--- config.mk ---
export PLATFORM = sky130hd
export DESIGN_NAME = lin_slave_header_and_divider
export DESIGN_NICKNAME = d
export VERILOG_FILES = /design/src/hdl/lin_slave_pkg.sv /design/src/hdl/lin_slave_header_and_divider.sv
export SDC_FILE = /design/constraint.sdc
export NUM_CORES = 1
export LEC_CHECK = 0
export BUFFER_PORTS_ARGS = -buffer_cell sky130_fd_sc_hd__buf_2
export CAP_MARGIN = 30
export CORE_UTILIZATION = 47
export DETAILED_ROUTE_END_ITERATION = 16
export PLACE_DENSITY = 0.67
export SETUP_SLACK_MARGIN = 0.15
export SYNTH_ARGS = -nofsm -noshare
export SYNTH_HDL_FRONTEND = slang
export SYNTH_SLANG_ARGS = --single-unit
--- constraint.sdc ---
create_clock -name CLK_IN -period 4.1 [get_ports CLK_IN]
set_input_delay 0.41 -clock CLK_IN [delete_from_list [all_inputs] [get_ports CLK_IN]]
set_output_delay 0.41 -clock CLK_IN [all_outputs]
set_load 0.02 [all_outputs]
--- src/hdl/lin_slave_pkg.sv ---
// Purpose: shared constants and types for the LIN slave header and divider block
// Assumes: 8-bit registers, one per 32-bit Wishbone word at byte address 4*index
// Notes: register indices are kept as printed; counts are in oversample ticks
package lin_slave_pkg;

  // register indices, byte address is four times the index
  localparam logic [7:0] IDX_STATUS = 8'h40;
  localparam logic [7:0] IDX_BAUD = 8'h42;
  localparam logic [7:0] IDX_CTRL2 = 8'h44;
  localparam logic [7:0] IDX_CTRL3 = 8'h45;
  localparam logic [7:0] IDX_ERPR = 8'h46;
  localparam logic [7:0] IDX_ETPR = 8'h47;

  // status, control two and control three bit positions
  localparam int unsigned ST_RECEIVE_DATA_FULL_BIT = 5;
  localparam int unsigned ST_LHE_BIT = 3;
  localparam int unsigned C2_RWU_BIT = 1;
  localparam int unsigned C2_SBK_BIT = 0;
  localparam int unsigned C3_LSF_BIT = 0;

  // reset values
  localparam logic [7:0] RST_REG8 = 8'h00;
  localparam logic [3:0] RST_FRAC = 4'h0;

  // timing counts
  localparam int unsigned OVERSAMPLE = 16;
  localparam logic [7:0] BREAK_DETECT_TICKS = 8'(11 * OVERSAMPLE);
  localparam logic [7:0] BREAK_SEND_TICKS = 8'(13 * OVERSAMPLE);
  localparam logic [9:0] HEADER_TIMEOUT_TICKS = 10'(57 * OVERSAMPLE);
  localparam logic [7:0] HEADER_QUARTERS = 8'(57 * 4);
  localparam logic [2:0] SYNCH_FALL_EDGES = 3'h5;
  localparam logic [12:0] ACC_STEP = 13'(OVERSAMPLE);

  // header length special values
  localparam logic [7:0] LHL_BREAK = 8'hff;
  localparam logic [7:0] LHL_TIMEOUT = 8'h00;

  // control register three layout
  typedef struct packed {
    logic divider_update_method;
    logic line_enable;
    logic slave_select_bit;
    logic auto_synch_enable;
    logic header_detect_method;
    logic header_interrupt_enable;
    logic header_detected_flag;
    logic synch_field_state;
  } ctrl3_t;

  // fractional divider in sixteenths
  typedef struct packed {
    logic [7:0] mantissa;
    logic [3:0] fraction;
  } divider_t;

  // header tracking states
  typedef enum logic [2:0] {
    HDR_IDLE = 3'b001,
    HDR_SYNCH = 3'b010,
    HDR_IDENT = 3'b100
  } hdr_state_t;

endpackage

--- src/hdl/lin_slave_header_and_divider.sv ---
// Purpose: LIN mode control, fractional divider and header tracking behind Wishbone
// Assumes: the serial engine supplies RECEIVE_DATA_FULL_IN and consumes SAMPLE_TICK_OUT
// Notes: byte registers sit in data bits 7:0, upper bits read zero
// Contract
// - hardware clears update-method bit on receive-full
// - method 0: mantissa write loads divider
// - method 1: load divider at next character
// - enable and slave bits pick the mode
// - master send-break gives 13 low bits
// - slave detects break at 11 low bits
// - slave ignores send-break, header wakes receiver
// - slave maps divider onto baud/prescaler addresses
// - auto-synch enable drives synch measurement
// - detect method picks break or identifier
// - header interrupt when enabled and flagged
// - header flag cleared by status-then-control read
// - identifier method needs break, synch, identifier
// - synch state flag set, cleared, software abort
// - count falling edges during synch field
// - mantissa zero stops the serial clock
// - fraction low nibble, upper bits zero
// - fraction write first, mantissa write applies
// - header length visible only when enabled
// - header length loads FFh, 00h, measurement
// - length coded 57 minus bit count, quarters
// - sixteen oversample ticks per bit time
`timescale 1ns/10ps
`default_nettype none
module lin_slave_header_and_divider
  import lin_slave_pkg::*;
(
  input wire logic CLK_IN,
  input wire logic RSTN_IN,
  input wire logic WB_CYC_IN,
  input wire logic WB_STB_IN,
  input wire logic WB_WE_IN,
  input wire logic [31:0] WB_ADR_IN,
  input wire logic [3:0] WB_SEL_IN,
  input wire logic [31:0] WB_DAT_IN,
  output logic [31:0] WB_DAT_OUT,
  output logic WB_ACK_OUT,
  input wire logic RXD_IN,
  input wire logic RECEIVE_DATA_FULL_IN,
  output logic TXD_OUT,
  output logic SAMPLE_TICK_OUT,
  output logic MUTE_OUT,
  output logic IRQ_OUT
);

  logic ack, next_ack;
  logic [31:0] rdata, next_rdata;
  ctrl3_t c3, next_c3;
  logic receiver_mute_bit, next_rwu;
  logic send_break_bit, next_sbk;
  logic [7:0] baud_reg, next_baud_reg;
  logic [7:0] etpr, next_etpr;
  logic [7:0] erpr, next_erpr;
  logic [3:0] frac_wr, next_frac_wr;
  logic [7:0] mant_pend, next_mant_pend;
  logic pend_wr, next_pend_wr;
  divider_t div, next_div;
  logic [7:0] header_length_value, next_lhl;
  logic lhe, next_lhe;
  logic armed, next_armed;
  hdr_state_t hstate, next_hstate;
  logic [1:0] char_cnt, next_char_cnt;
  logic [9:0] hdr_ticks, next_hdr_ticks;
  logic [7:0] low_cnt, next_low_cnt;
  logic [2:0] fall_cnt, next_fall_cnt;
  logic [15:0] meas, next_meas;
  logic meas_on, next_meas_on;
  logic receive_data_full_q, rx_q;
  logic irq, next_irq;
  logic [12:0] acc, next_acc;
  logic tick, next_tick;
  logic [7:0] brk_cnt, next_brk_cnt;
  logic txd, next_txd;

  logic req, wr, rd, mapped, slave, master, receive_data_full_rise, fall, break_hit;
  logic [7:0] idx, wd;
  logic [9:0] qsum;

  // bus decode and line events
  assign req = WB_CYC_IN & WB_STB_IN & ~ack;
  assign mapped = (WB_ADR_IN[31:10] == 22'h000000);
  assign idx = WB_ADR_IN[9:2];
  assign wd = WB_DAT_IN[7:0];
  assign wr = req & mapped & WB_WE_IN & WB_SEL_IN[0];
  assign rd = req & mapped & ~WB_WE_IN;
  // mode from enable and slave bits
  assign slave = c3.line_enable & c3.slave_select_bit;
  assign master = c3.line_enable & ~c3.slave_select_bit;
  assign receive_data_full_rise = RECEIVE_DATA_FULL_IN & ~receive_data_full_q;
  assign fall = rx_q & ~RXD_IN;
  assign break_hit = slave & tick & ~RXD_IN & (low_cnt == BREAK_DETECT_TICKS - 8'h01);
  assign qsum = hdr_ticks + 10'h002;

  // registers, divider control and header tracking
  always_comb begin
    next_ack = req;
    next_rdata = rdata;
    next_c3 = c3;
    next_rwu = receiver_mute_bit;
    next_sbk = send_break_bit;
    next_baud_reg = baud_reg;
    next_etpr = etpr;
    next_erpr = erpr;
    next_frac_wr = frac_wr;
    next_mant_pend = mant_pend;
    next_pend_wr = pend_wr;
    next_div = div;
    next_lhl = header_length_value;
    next_lhe = lhe;
    next_armed = armed;
    next_hstate = hstate;
    next_char_cnt = char_cnt;
    next_hdr_ticks = hdr_ticks;
    next_low_cnt = low_cnt;
    next_fall_cnt = fall_cnt;
    next_meas = meas;
    next_meas_on = meas_on;
    // read mux, latched with the request
    if (req) begin
      next_rdata = 32'h00000000;
    end
    if (rd) begin
      unique case (idx)
        IDX_STATUS: begin
          next_rdata[ST_RECEIVE_DATA_FULL_BIT] = RECEIVE_DATA_FULL_IN;
          next_rdata[ST_LHE_BIT] = lhe;
        end
        // divider at baud address in slave mode
        IDX_BAUD: next_rdata[7:0] = slave ? div.mantissa : baud_reg;
        IDX_CTRL2: next_rdata[7:0] = {6'h00, receiver_mute_bit, send_break_bit};
        IDX_CTRL3: next_rdata[7:0] = c3;
        IDX_ERPR: begin
          if (!slave) begin
            next_rdata[7:0] = erpr;
          end else if (c3.auto_synch_enable | c3.header_detect_method) begin
            next_rdata[7:0] = header_length_value;
          end
        end
        IDX_ETPR: next_rdata[7:0] = slave ? {4'h0, div.fraction} : etpr;
        default: next_rdata = 32'h00000000;
      endcase
    end
    // status access arms, control three read clears
    if (req & mapped & (idx == IDX_STATUS)) begin
      next_armed = 1'b1;
    end else if (rd & (idx == IDX_CTRL3) & armed) begin
      next_armed = 1'b0;
      next_c3.header_detected_flag = 1'b0;
      next_lhe = 1'b0;
    end
    // register writes
    if (wr) begin
      unique case (idx)
        IDX_BAUD: begin
          if (!slave) begin
            next_baud_reg = wd;
          end else if (c3.divider_update_method) begin
            next_mant_pend = wd;
            next_pend_wr = 1'b1;
          end else begin
            next_div = {wd, frac_wr};
          end
        end
        IDX_ETPR: begin
          if (slave) begin
            next_frac_wr = wd[3:0];
          end else begin
            next_etpr = wd;
          end
        end
        IDX_ERPR: begin
          if (!slave) begin
            next_erpr = wd;
          end
        end
        IDX_CTRL2: begin
          next_sbk = wd[C2_SBK_BIT];
          if (!(slave & RECEIVE_DATA_FULL_IN)) begin
            next_rwu = wd[C2_RWU_BIT];
          end
        end
        IDX_CTRL3: begin
          next_c3.divider_update_method = wd[7];
          next_c3.line_enable = wd[6];
          next_c3.slave_select_bit = wd[5];
          next_c3.auto_synch_enable = wd[4];
          next_c3.header_detect_method = wd[3];
          next_c3.header_interrupt_enable = wd[2];
          if (wd[7] & ~c3.divider_update_method) begin
            next_pend_wr = 1'b0;
          end
          if (!wd[C3_LSF_BIT]) begin
            next_c3.synch_field_state = 1'b0;
            next_hstate = HDR_IDLE;
          end
        end
        default: next_pend_wr = pend_wr;
      endcase
    end
    // deferred load on a received character
    if (receive_data_full_rise & slave & c3.divider_update_method) begin
      next_div = pend_wr ? {mant_pend, frac_wr} : div;
      next_pend_wr = 1'b0;
    end
    if (RECEIVE_DATA_FULL_IN) begin
      next_c3.divider_update_method = 1'b0;
    end
    // low run length for break detection
    if (tick) begin
      if (RXD_IN) begin
        next_low_cnt = 8'h00;
      end else if (low_cnt != BREAK_DETECT_TICKS) begin
        next_low_cnt = low_cnt + 8'h01;
      end
    end
    if (tick & (hstate != HDR_IDLE)) begin
      next_hdr_ticks = hdr_ticks + 10'h001;
    end
    if (meas_on) begin
      next_meas = meas + 16'h0001;
    end
    unique case (hstate)
      HDR_IDLE: next_meas_on = 1'b0;
      HDR_SYNCH: begin
        if (receive_data_full_rise) begin
          next_char_cnt = char_cnt + 2'h1;
        end
        if (c3.auto_synch_enable) begin
          // measure between first and fifth falling edge
          if (fall) begin
            next_fall_cnt = fall_cnt + 3'h1;
            if (fall_cnt == 3'h0) begin
              next_meas_on = 1'b1;
              // the first clock of the span counts as one
              next_meas = 16'h0001;
            end
            if (fall_cnt == SYNCH_FALL_EDGES - 3'h1) begin
              // eight bit times give sixteenths of the divider
              next_div = meas[15] ? 12'hfff : meas[14:3];
              next_meas_on = 1'b0;
              next_c3.synch_field_state = 1'b0;
              next_hstate = HDR_IDENT;
            end
          end
        end else if (receive_data_full_rise) begin
          next_c3.synch_field_state = 1'b0;
          next_hstate = HDR_IDENT;
        end
      end
      HDR_IDENT: begin
        if (receive_data_full_rise) begin
          if (char_cnt == 2'h0) begin
            next_char_cnt = 2'h1;
          end else begin
            // measured length on a full header
            next_lhl = HEADER_QUARTERS - qsum[9:2];
            next_hstate = HDR_IDLE;
            if (c3.header_detect_method) begin
              next_c3.header_detected_flag = 1'b1;
              next_rwu = 1'b0;
            end
          end
        end
      end
      default: next_hstate = HDR_IDLE;
    endcase
    if ((hstate != HDR_IDLE) & (hdr_ticks >= HEADER_TIMEOUT_TICKS)) begin
      next_lhl = LHL_TIMEOUT;
      next_lhe = 1'b1;
      next_c3.synch_field_state = 1'b0;
      next_meas_on = 1'b0;
      next_hstate = HDR_IDLE;
    end
    // break sets synch state, wins over clears
    if (break_hit) begin
      next_c3.synch_field_state = 1'b1;
      next_lhl = LHL_BREAK;
      next_hstate = HDR_SYNCH;
      next_hdr_ticks = {2'b00, BREAK_DETECT_TICKS};
      next_char_cnt = 2'h0;
      next_fall_cnt = 3'h0;
      next_meas_on = 1'b0;
      // break method flags header at the break
      if (!c3.header_detect_method) begin
        next_c3.header_detected_flag = 1'b1;
        next_rwu = 1'b0;
      end
    end
    // header logic idles outside slave mode
    if (!slave) begin
      next_c3.synch_field_state = 1'b0;
      next_hstate = HDR_IDLE;
      next_meas_on = 1'b0;
    end
    next_irq = slave & c3.header_interrupt_enable & c3.header_detected_flag;
  end

  // register stage for the control group
  always_ff @(posedge CLK_IN or negedge RSTN_IN) begin
    if (!RSTN_IN) begin
      ack <= 1'b0;
      rdata <= 32'h00000000;
      c3 <= ctrl3_t'(RST_REG8);
      receiver_mute_bit <= 1'b0;
      send_break_bit <= 1'b0;
      baud_reg <= RST_REG8;
      etpr <= RST_REG8;
      erpr <= RST_REG8;
      frac_wr <= RST_FRAC;
      mant_pend <= RST_REG8;
      pend_wr <= 1'b0;
      div <= {RST_REG8, RST_FRAC};
      header_length_value <= RST_REG8;
      lhe <= 1'b0;
      armed <= 1'b0;
      hstate <= HDR_IDLE;
      char_cnt <= 2'h0;
      hdr_ticks <= 10'h000;
      low_cnt <= 8'h00;
      fall_cnt <= 3'h0;
      meas <= 16'h0000;
      meas_on <= 1'b0;
      receive_data_full_q <= 1'b0;
      rx_q <= 1'b1;
      irq <= 1'b0;
    end else begin
      ack <= next_ack;
      rdata <= next_rdata;
      c3 <= next_c3;
      receiver_mute_bit <= next_rwu;
      send_break_bit <= next_sbk;
      baud_reg <= next_baud_reg;
      etpr <= next_etpr;
      erpr <= next_erpr;
      frac_wr <= next_frac_wr;
      mant_pend <= next_mant_pend;
      pend_wr <= next_pend_wr;
      div <= next_div;
      header_length_value <= next_lhl;
      lhe <= next_lhe;
      armed <= next_armed;
      hstate <= next_hstate;
      char_cnt <= next_char_cnt;
      hdr_ticks <= next_hdr_ticks;
      low_cnt <= next_low_cnt;
      fall_cnt <= next_fall_cnt;
      meas <= next_meas;
      meas_on <= next_meas_on;
      receive_data_full_q <= RECEIVE_DATA_FULL_IN;
      rx_q <= RXD_IN;
      irq <= next_irq;
    end
  end

  // oversample tick generator and break transmitter
  always_comb begin
    next_acc = acc;
    next_tick = 1'b0;
    next_brk_cnt = brk_cnt;
    next_txd = txd;
    if (div.mantissa == 8'h00) begin
      next_acc = 13'h0000;
    end else if (acc >= {1'b0, div}) begin
      // a divider made smaller restarts the phase, no burst of ticks
      next_acc = 13'h0000;
    end else begin
      // one tick per divider value of clocks
      next_acc = acc + ACC_STEP;
      if (next_acc >= {1'b0, div}) begin
        next_tick = 1'b1;
        next_acc = next_acc - {1'b0, div};
      end
    end
    if (!txd) begin
      if (tick) begin
        next_brk_cnt = brk_cnt + 8'h01;
        if (brk_cnt == BREAK_SEND_TICKS - 8'h01) begin
          next_txd = 1'b1;
          next_brk_cnt = 8'h00;
        end
      end
    end else if (master & send_break_bit) begin
      next_txd = 1'b0;
      next_brk_cnt = 8'h00;
    end
  end

  // register stage for the tick group
  always_ff @(posedge CLK_IN or negedge RSTN_IN) begin
    if (!RSTN_IN) begin
      acc <= 13'h0000;
      tick <= 1'b0;
      brk_cnt <= 8'h00;
      txd <= 1'b1;
    end else begin
      acc <= next_acc;
      tick <= next_tick;
      brk_cnt <= next_brk_cnt;
      txd <= next_txd;
    end
  end

  // outputs straight from flops
  assign WB_ACK_OUT = ack;
  assign WB_DAT_OUT = rdata;
  assign TXD_OUT = txd;
  assign SAMPLE_TICK_OUT = tick;
  assign MUTE_OUT = receiver_mute_bit;
  assign IRQ_OUT = irq;

endmodule // lin_slave_header_and_divider
`default_nettype wire

==> run metrics <==
status=complete, no violations; Hold WS=0.1661 ns; crit path capture type=flop; skew final=0.007904 ns; Period minus WS final=3.210 ns; leakage power=4.925 nW; final setup vio count=0; relative slew slack=0.3467; sequential element share of the synthesized area=0.4594; Crit Path Class=flop to flop; fill cell count=1696; PwrDens=334.2 mW/mm²; worst setup path endpoint=acc[8]$_DFF_PN0_; Tightest Hold Check Type=input port to flop; Post-Synthesis Cell Area=0.009323 mm²; Register Area=0.004283 mm²; All-Layer GR Usage=0.2294; Reg2Reg Setup Slack=0.89 ns; CTS H-tree depth=4; syn nets=1083; drt via density=5.693; WL final=22.48 mm; pin count of the biggest net entering global routing=102; core area=0.01946 mm²; Reg clk slew, reported paths=0.07 ns; Vias=7554; count of input and output buffers=82; crit-path max cell delay=0.46 ns; Design Area, Final=0.01068 mm²; grt ovf=0; first-pass GRT wire length=36.31 mm; Worst path depth=13; wire per inst=16.94 µm; Diodes inserted=0; final worst-path setup slack=0.8899 ns; share of layout cells above drive strength 1=0.1789; layout net count=1158; worst path arrival time=3.53 ns; #FFs+latches synth=171; Worst-Skew Late Latency=0.43 ns; I/O Pins=112; area of the multi-input gates=0.004755 mm²; CTS tree=done; Slew Limit Fails=0; Clock Sinks=171; DRC Markers=0; initial antenna violation count=0; Worst Reg-to-Reg Cells=13; Final Cycle Share=0.7829; cells after synthesis=974; worst slack at placement=0.9173 ns; maximum VDD drop=219.4 µV; max reg flops=32; crit path max fanout=9; Yosys top cell area share=0.4509; Mean Syn Cell Area=9.572 µm²; Starting DRT DRC Count=539; Fin Setup TNS=0 ns; Placement Cell Area=0.009992 mm²; area leader, netlist=dfrtp_1; cell family with most CP delay=compound AO/OA/AOI/OAI gates; PostCTS Resize Cnt=0; commonest non-fill, non-tap cells in the layout=168 x dfrtp_1, 90 x nand2_1, 89 x nor2_1, 81 x buf_2, 77 x o21ai_0; YS warnings=0; Initial Util=0.4790; # rows=51; most common cell after layout, fill and taps aside=dfrtp_1; top achievable clock speed=311.5 MHz; CP startpoint=acc[4]$_DFF_PN0_; hpwl dp=16.09 mm; Slew @ Worst Pin=0.9673 ns; CTS Buffer Depth=2; top post-synthesis cells by area=dfrtp_1 45%, mux2_2 5.1%, ha_1 4.4%; vias in the first global route=7134; die area=0.02040 mm²; Post-synth EDFFs=0; setup repair after global routing missed its margin=no; hold buffers post-CTS=0; reg-to-reg startpoint=acc[4]$_DFF_PN0_; Routed Antenna Nets=0; Top FF cell, synth=dfrtp_1; GP Congestion=0.8903; cts bufs inserted=17; max_cap viols=0; CP Launch Type=flop; crit path buf inv count=2; Async S/R FF share, synth=1.000; required time of the critical path=4.42 ns; chip height=142.8 µm; critical path cell sequence=ha_1, nand3_1, xnor2_1, ha_1, nand4_1, nor2_1, o31ai_1, a21boi_0, a311oi_2, buf_4, buf_4, mux2i_1, nor2_1; slowest cell on the critical path=dfrtp_1; router iterations before antenna repair=5; final-report hold violation count=0; CTS Root Cell=clkbuf_16; post-synth cell types=69; worst r2r dst=acc[8]$_DFF_PN0_; die width=142.8 µm; P&R area growth vs syn=14.59%; Setup Buffers After CTS=0
-- power by group --
part	internal [mW]	leakage [nW]	total (mW)	switching, mW
Clock	1.05	0.316	1.78	0.732
Sequential	1.69	2.18	1.69	0.000543
Combinational	0.0297	2.43	0.104	0.0743
Total	2.76	4.92	3.57	0.806
-- cells in the mapped netlist (all sizes together) (3+ instances only) --
master,count
a211oi,7
and2,28
o22ai,6
nor2,89
nand3b,4
dfstp,3
nand4,17
mux2,42
or2,6
o41ai,3
nor3,21
o221ai,9
ha,33
o211ai,7
a21o,3
nand3,41
o31ai,6
a31oi,9
o21a,4
nand2b,12
mux2i,27
nor2b,7
buf,6
a21oi,58
xnor2,24
clkbuf,34
xor2,26
or3,10
and4,4
o21ai,79
and3,15
nor4,13
inv,31
nand2,91
dfrtp,168
-- per-stage QoR --
stage | instances | power, mW | util
5_1_grt | 1327 | 3.678 | 0.5489
3_5_place_dp | 1293 | 1.822 | 0.5134
2_1_floorplan | 974 | 1.746 | -
4_1_cts | 1325 | 3.594 | 0.5470
6_report | 1327 | 3.570 | 0.5489
3_3_place_gp | 1292 | 1.822 | 0.5130
-- kinds of logic after synthesis --
family / after synthesis / synth area share
simple gates: 366 / 0.1961
flops: 171 / 0.4594
mux: 69 / 0.07972
xor+xnor: 50 / 0.04697
fa+ha+maj: 34 / 0.04644
compound gates: 213 / 0.1401
buf+inv: 71 / 0.03127
-- cell type report --
cell class	count	share of cell area
tap	265	0.03104
timing repair buffer	96	0.05095
multi-input combinational	732	0.4451
sequential	171	0.4009
clock inverter	15	0.02132
clock buffer	17	0.03982
inverter	31	0.01089
-- metal layers --
metal / vias to the layer above / routed length (µm) / global-route usage / part of all wire
li1: 3633 / - / - / -
met1: 3653 / 10430 / 0.3150 / 0.46
met2: 244 / 10340 / 0.3666 / 0.46
met3: 24 / 1337 / 0.03924 / 0.059
met4: 0 / 374 / 0.07753 / 0.017
met5: - / 0 / 0 / 0
-- how the worst min path moves through the flow --
| stage | from | cells after the start | to |
|---|---|---|---|
| CTS | RSTN_IN | 1 | low_cnt[4]$_DFFE_PN0P_ |
| detailed placement | WB_DAT_OUT[16]$_DFF_PN0_ | 1 | WB_DAT_OUT[16]$_DFF_PN0_ |
| global placement | armed$_DFFE_PN0P_ | 2 | armed$_DFFE_PN0P_ |
| global route | RXD_IN | 1 | rx_q$_DFF_PN1_ |
| finish | RXD_IN | 1 | rx_q$_DFF_PN1_ |
| floorplan | RSTN_IN | 0 | IRQ_OUT$_DFF_PN0_ |
(Power assumes the default switching activity.)
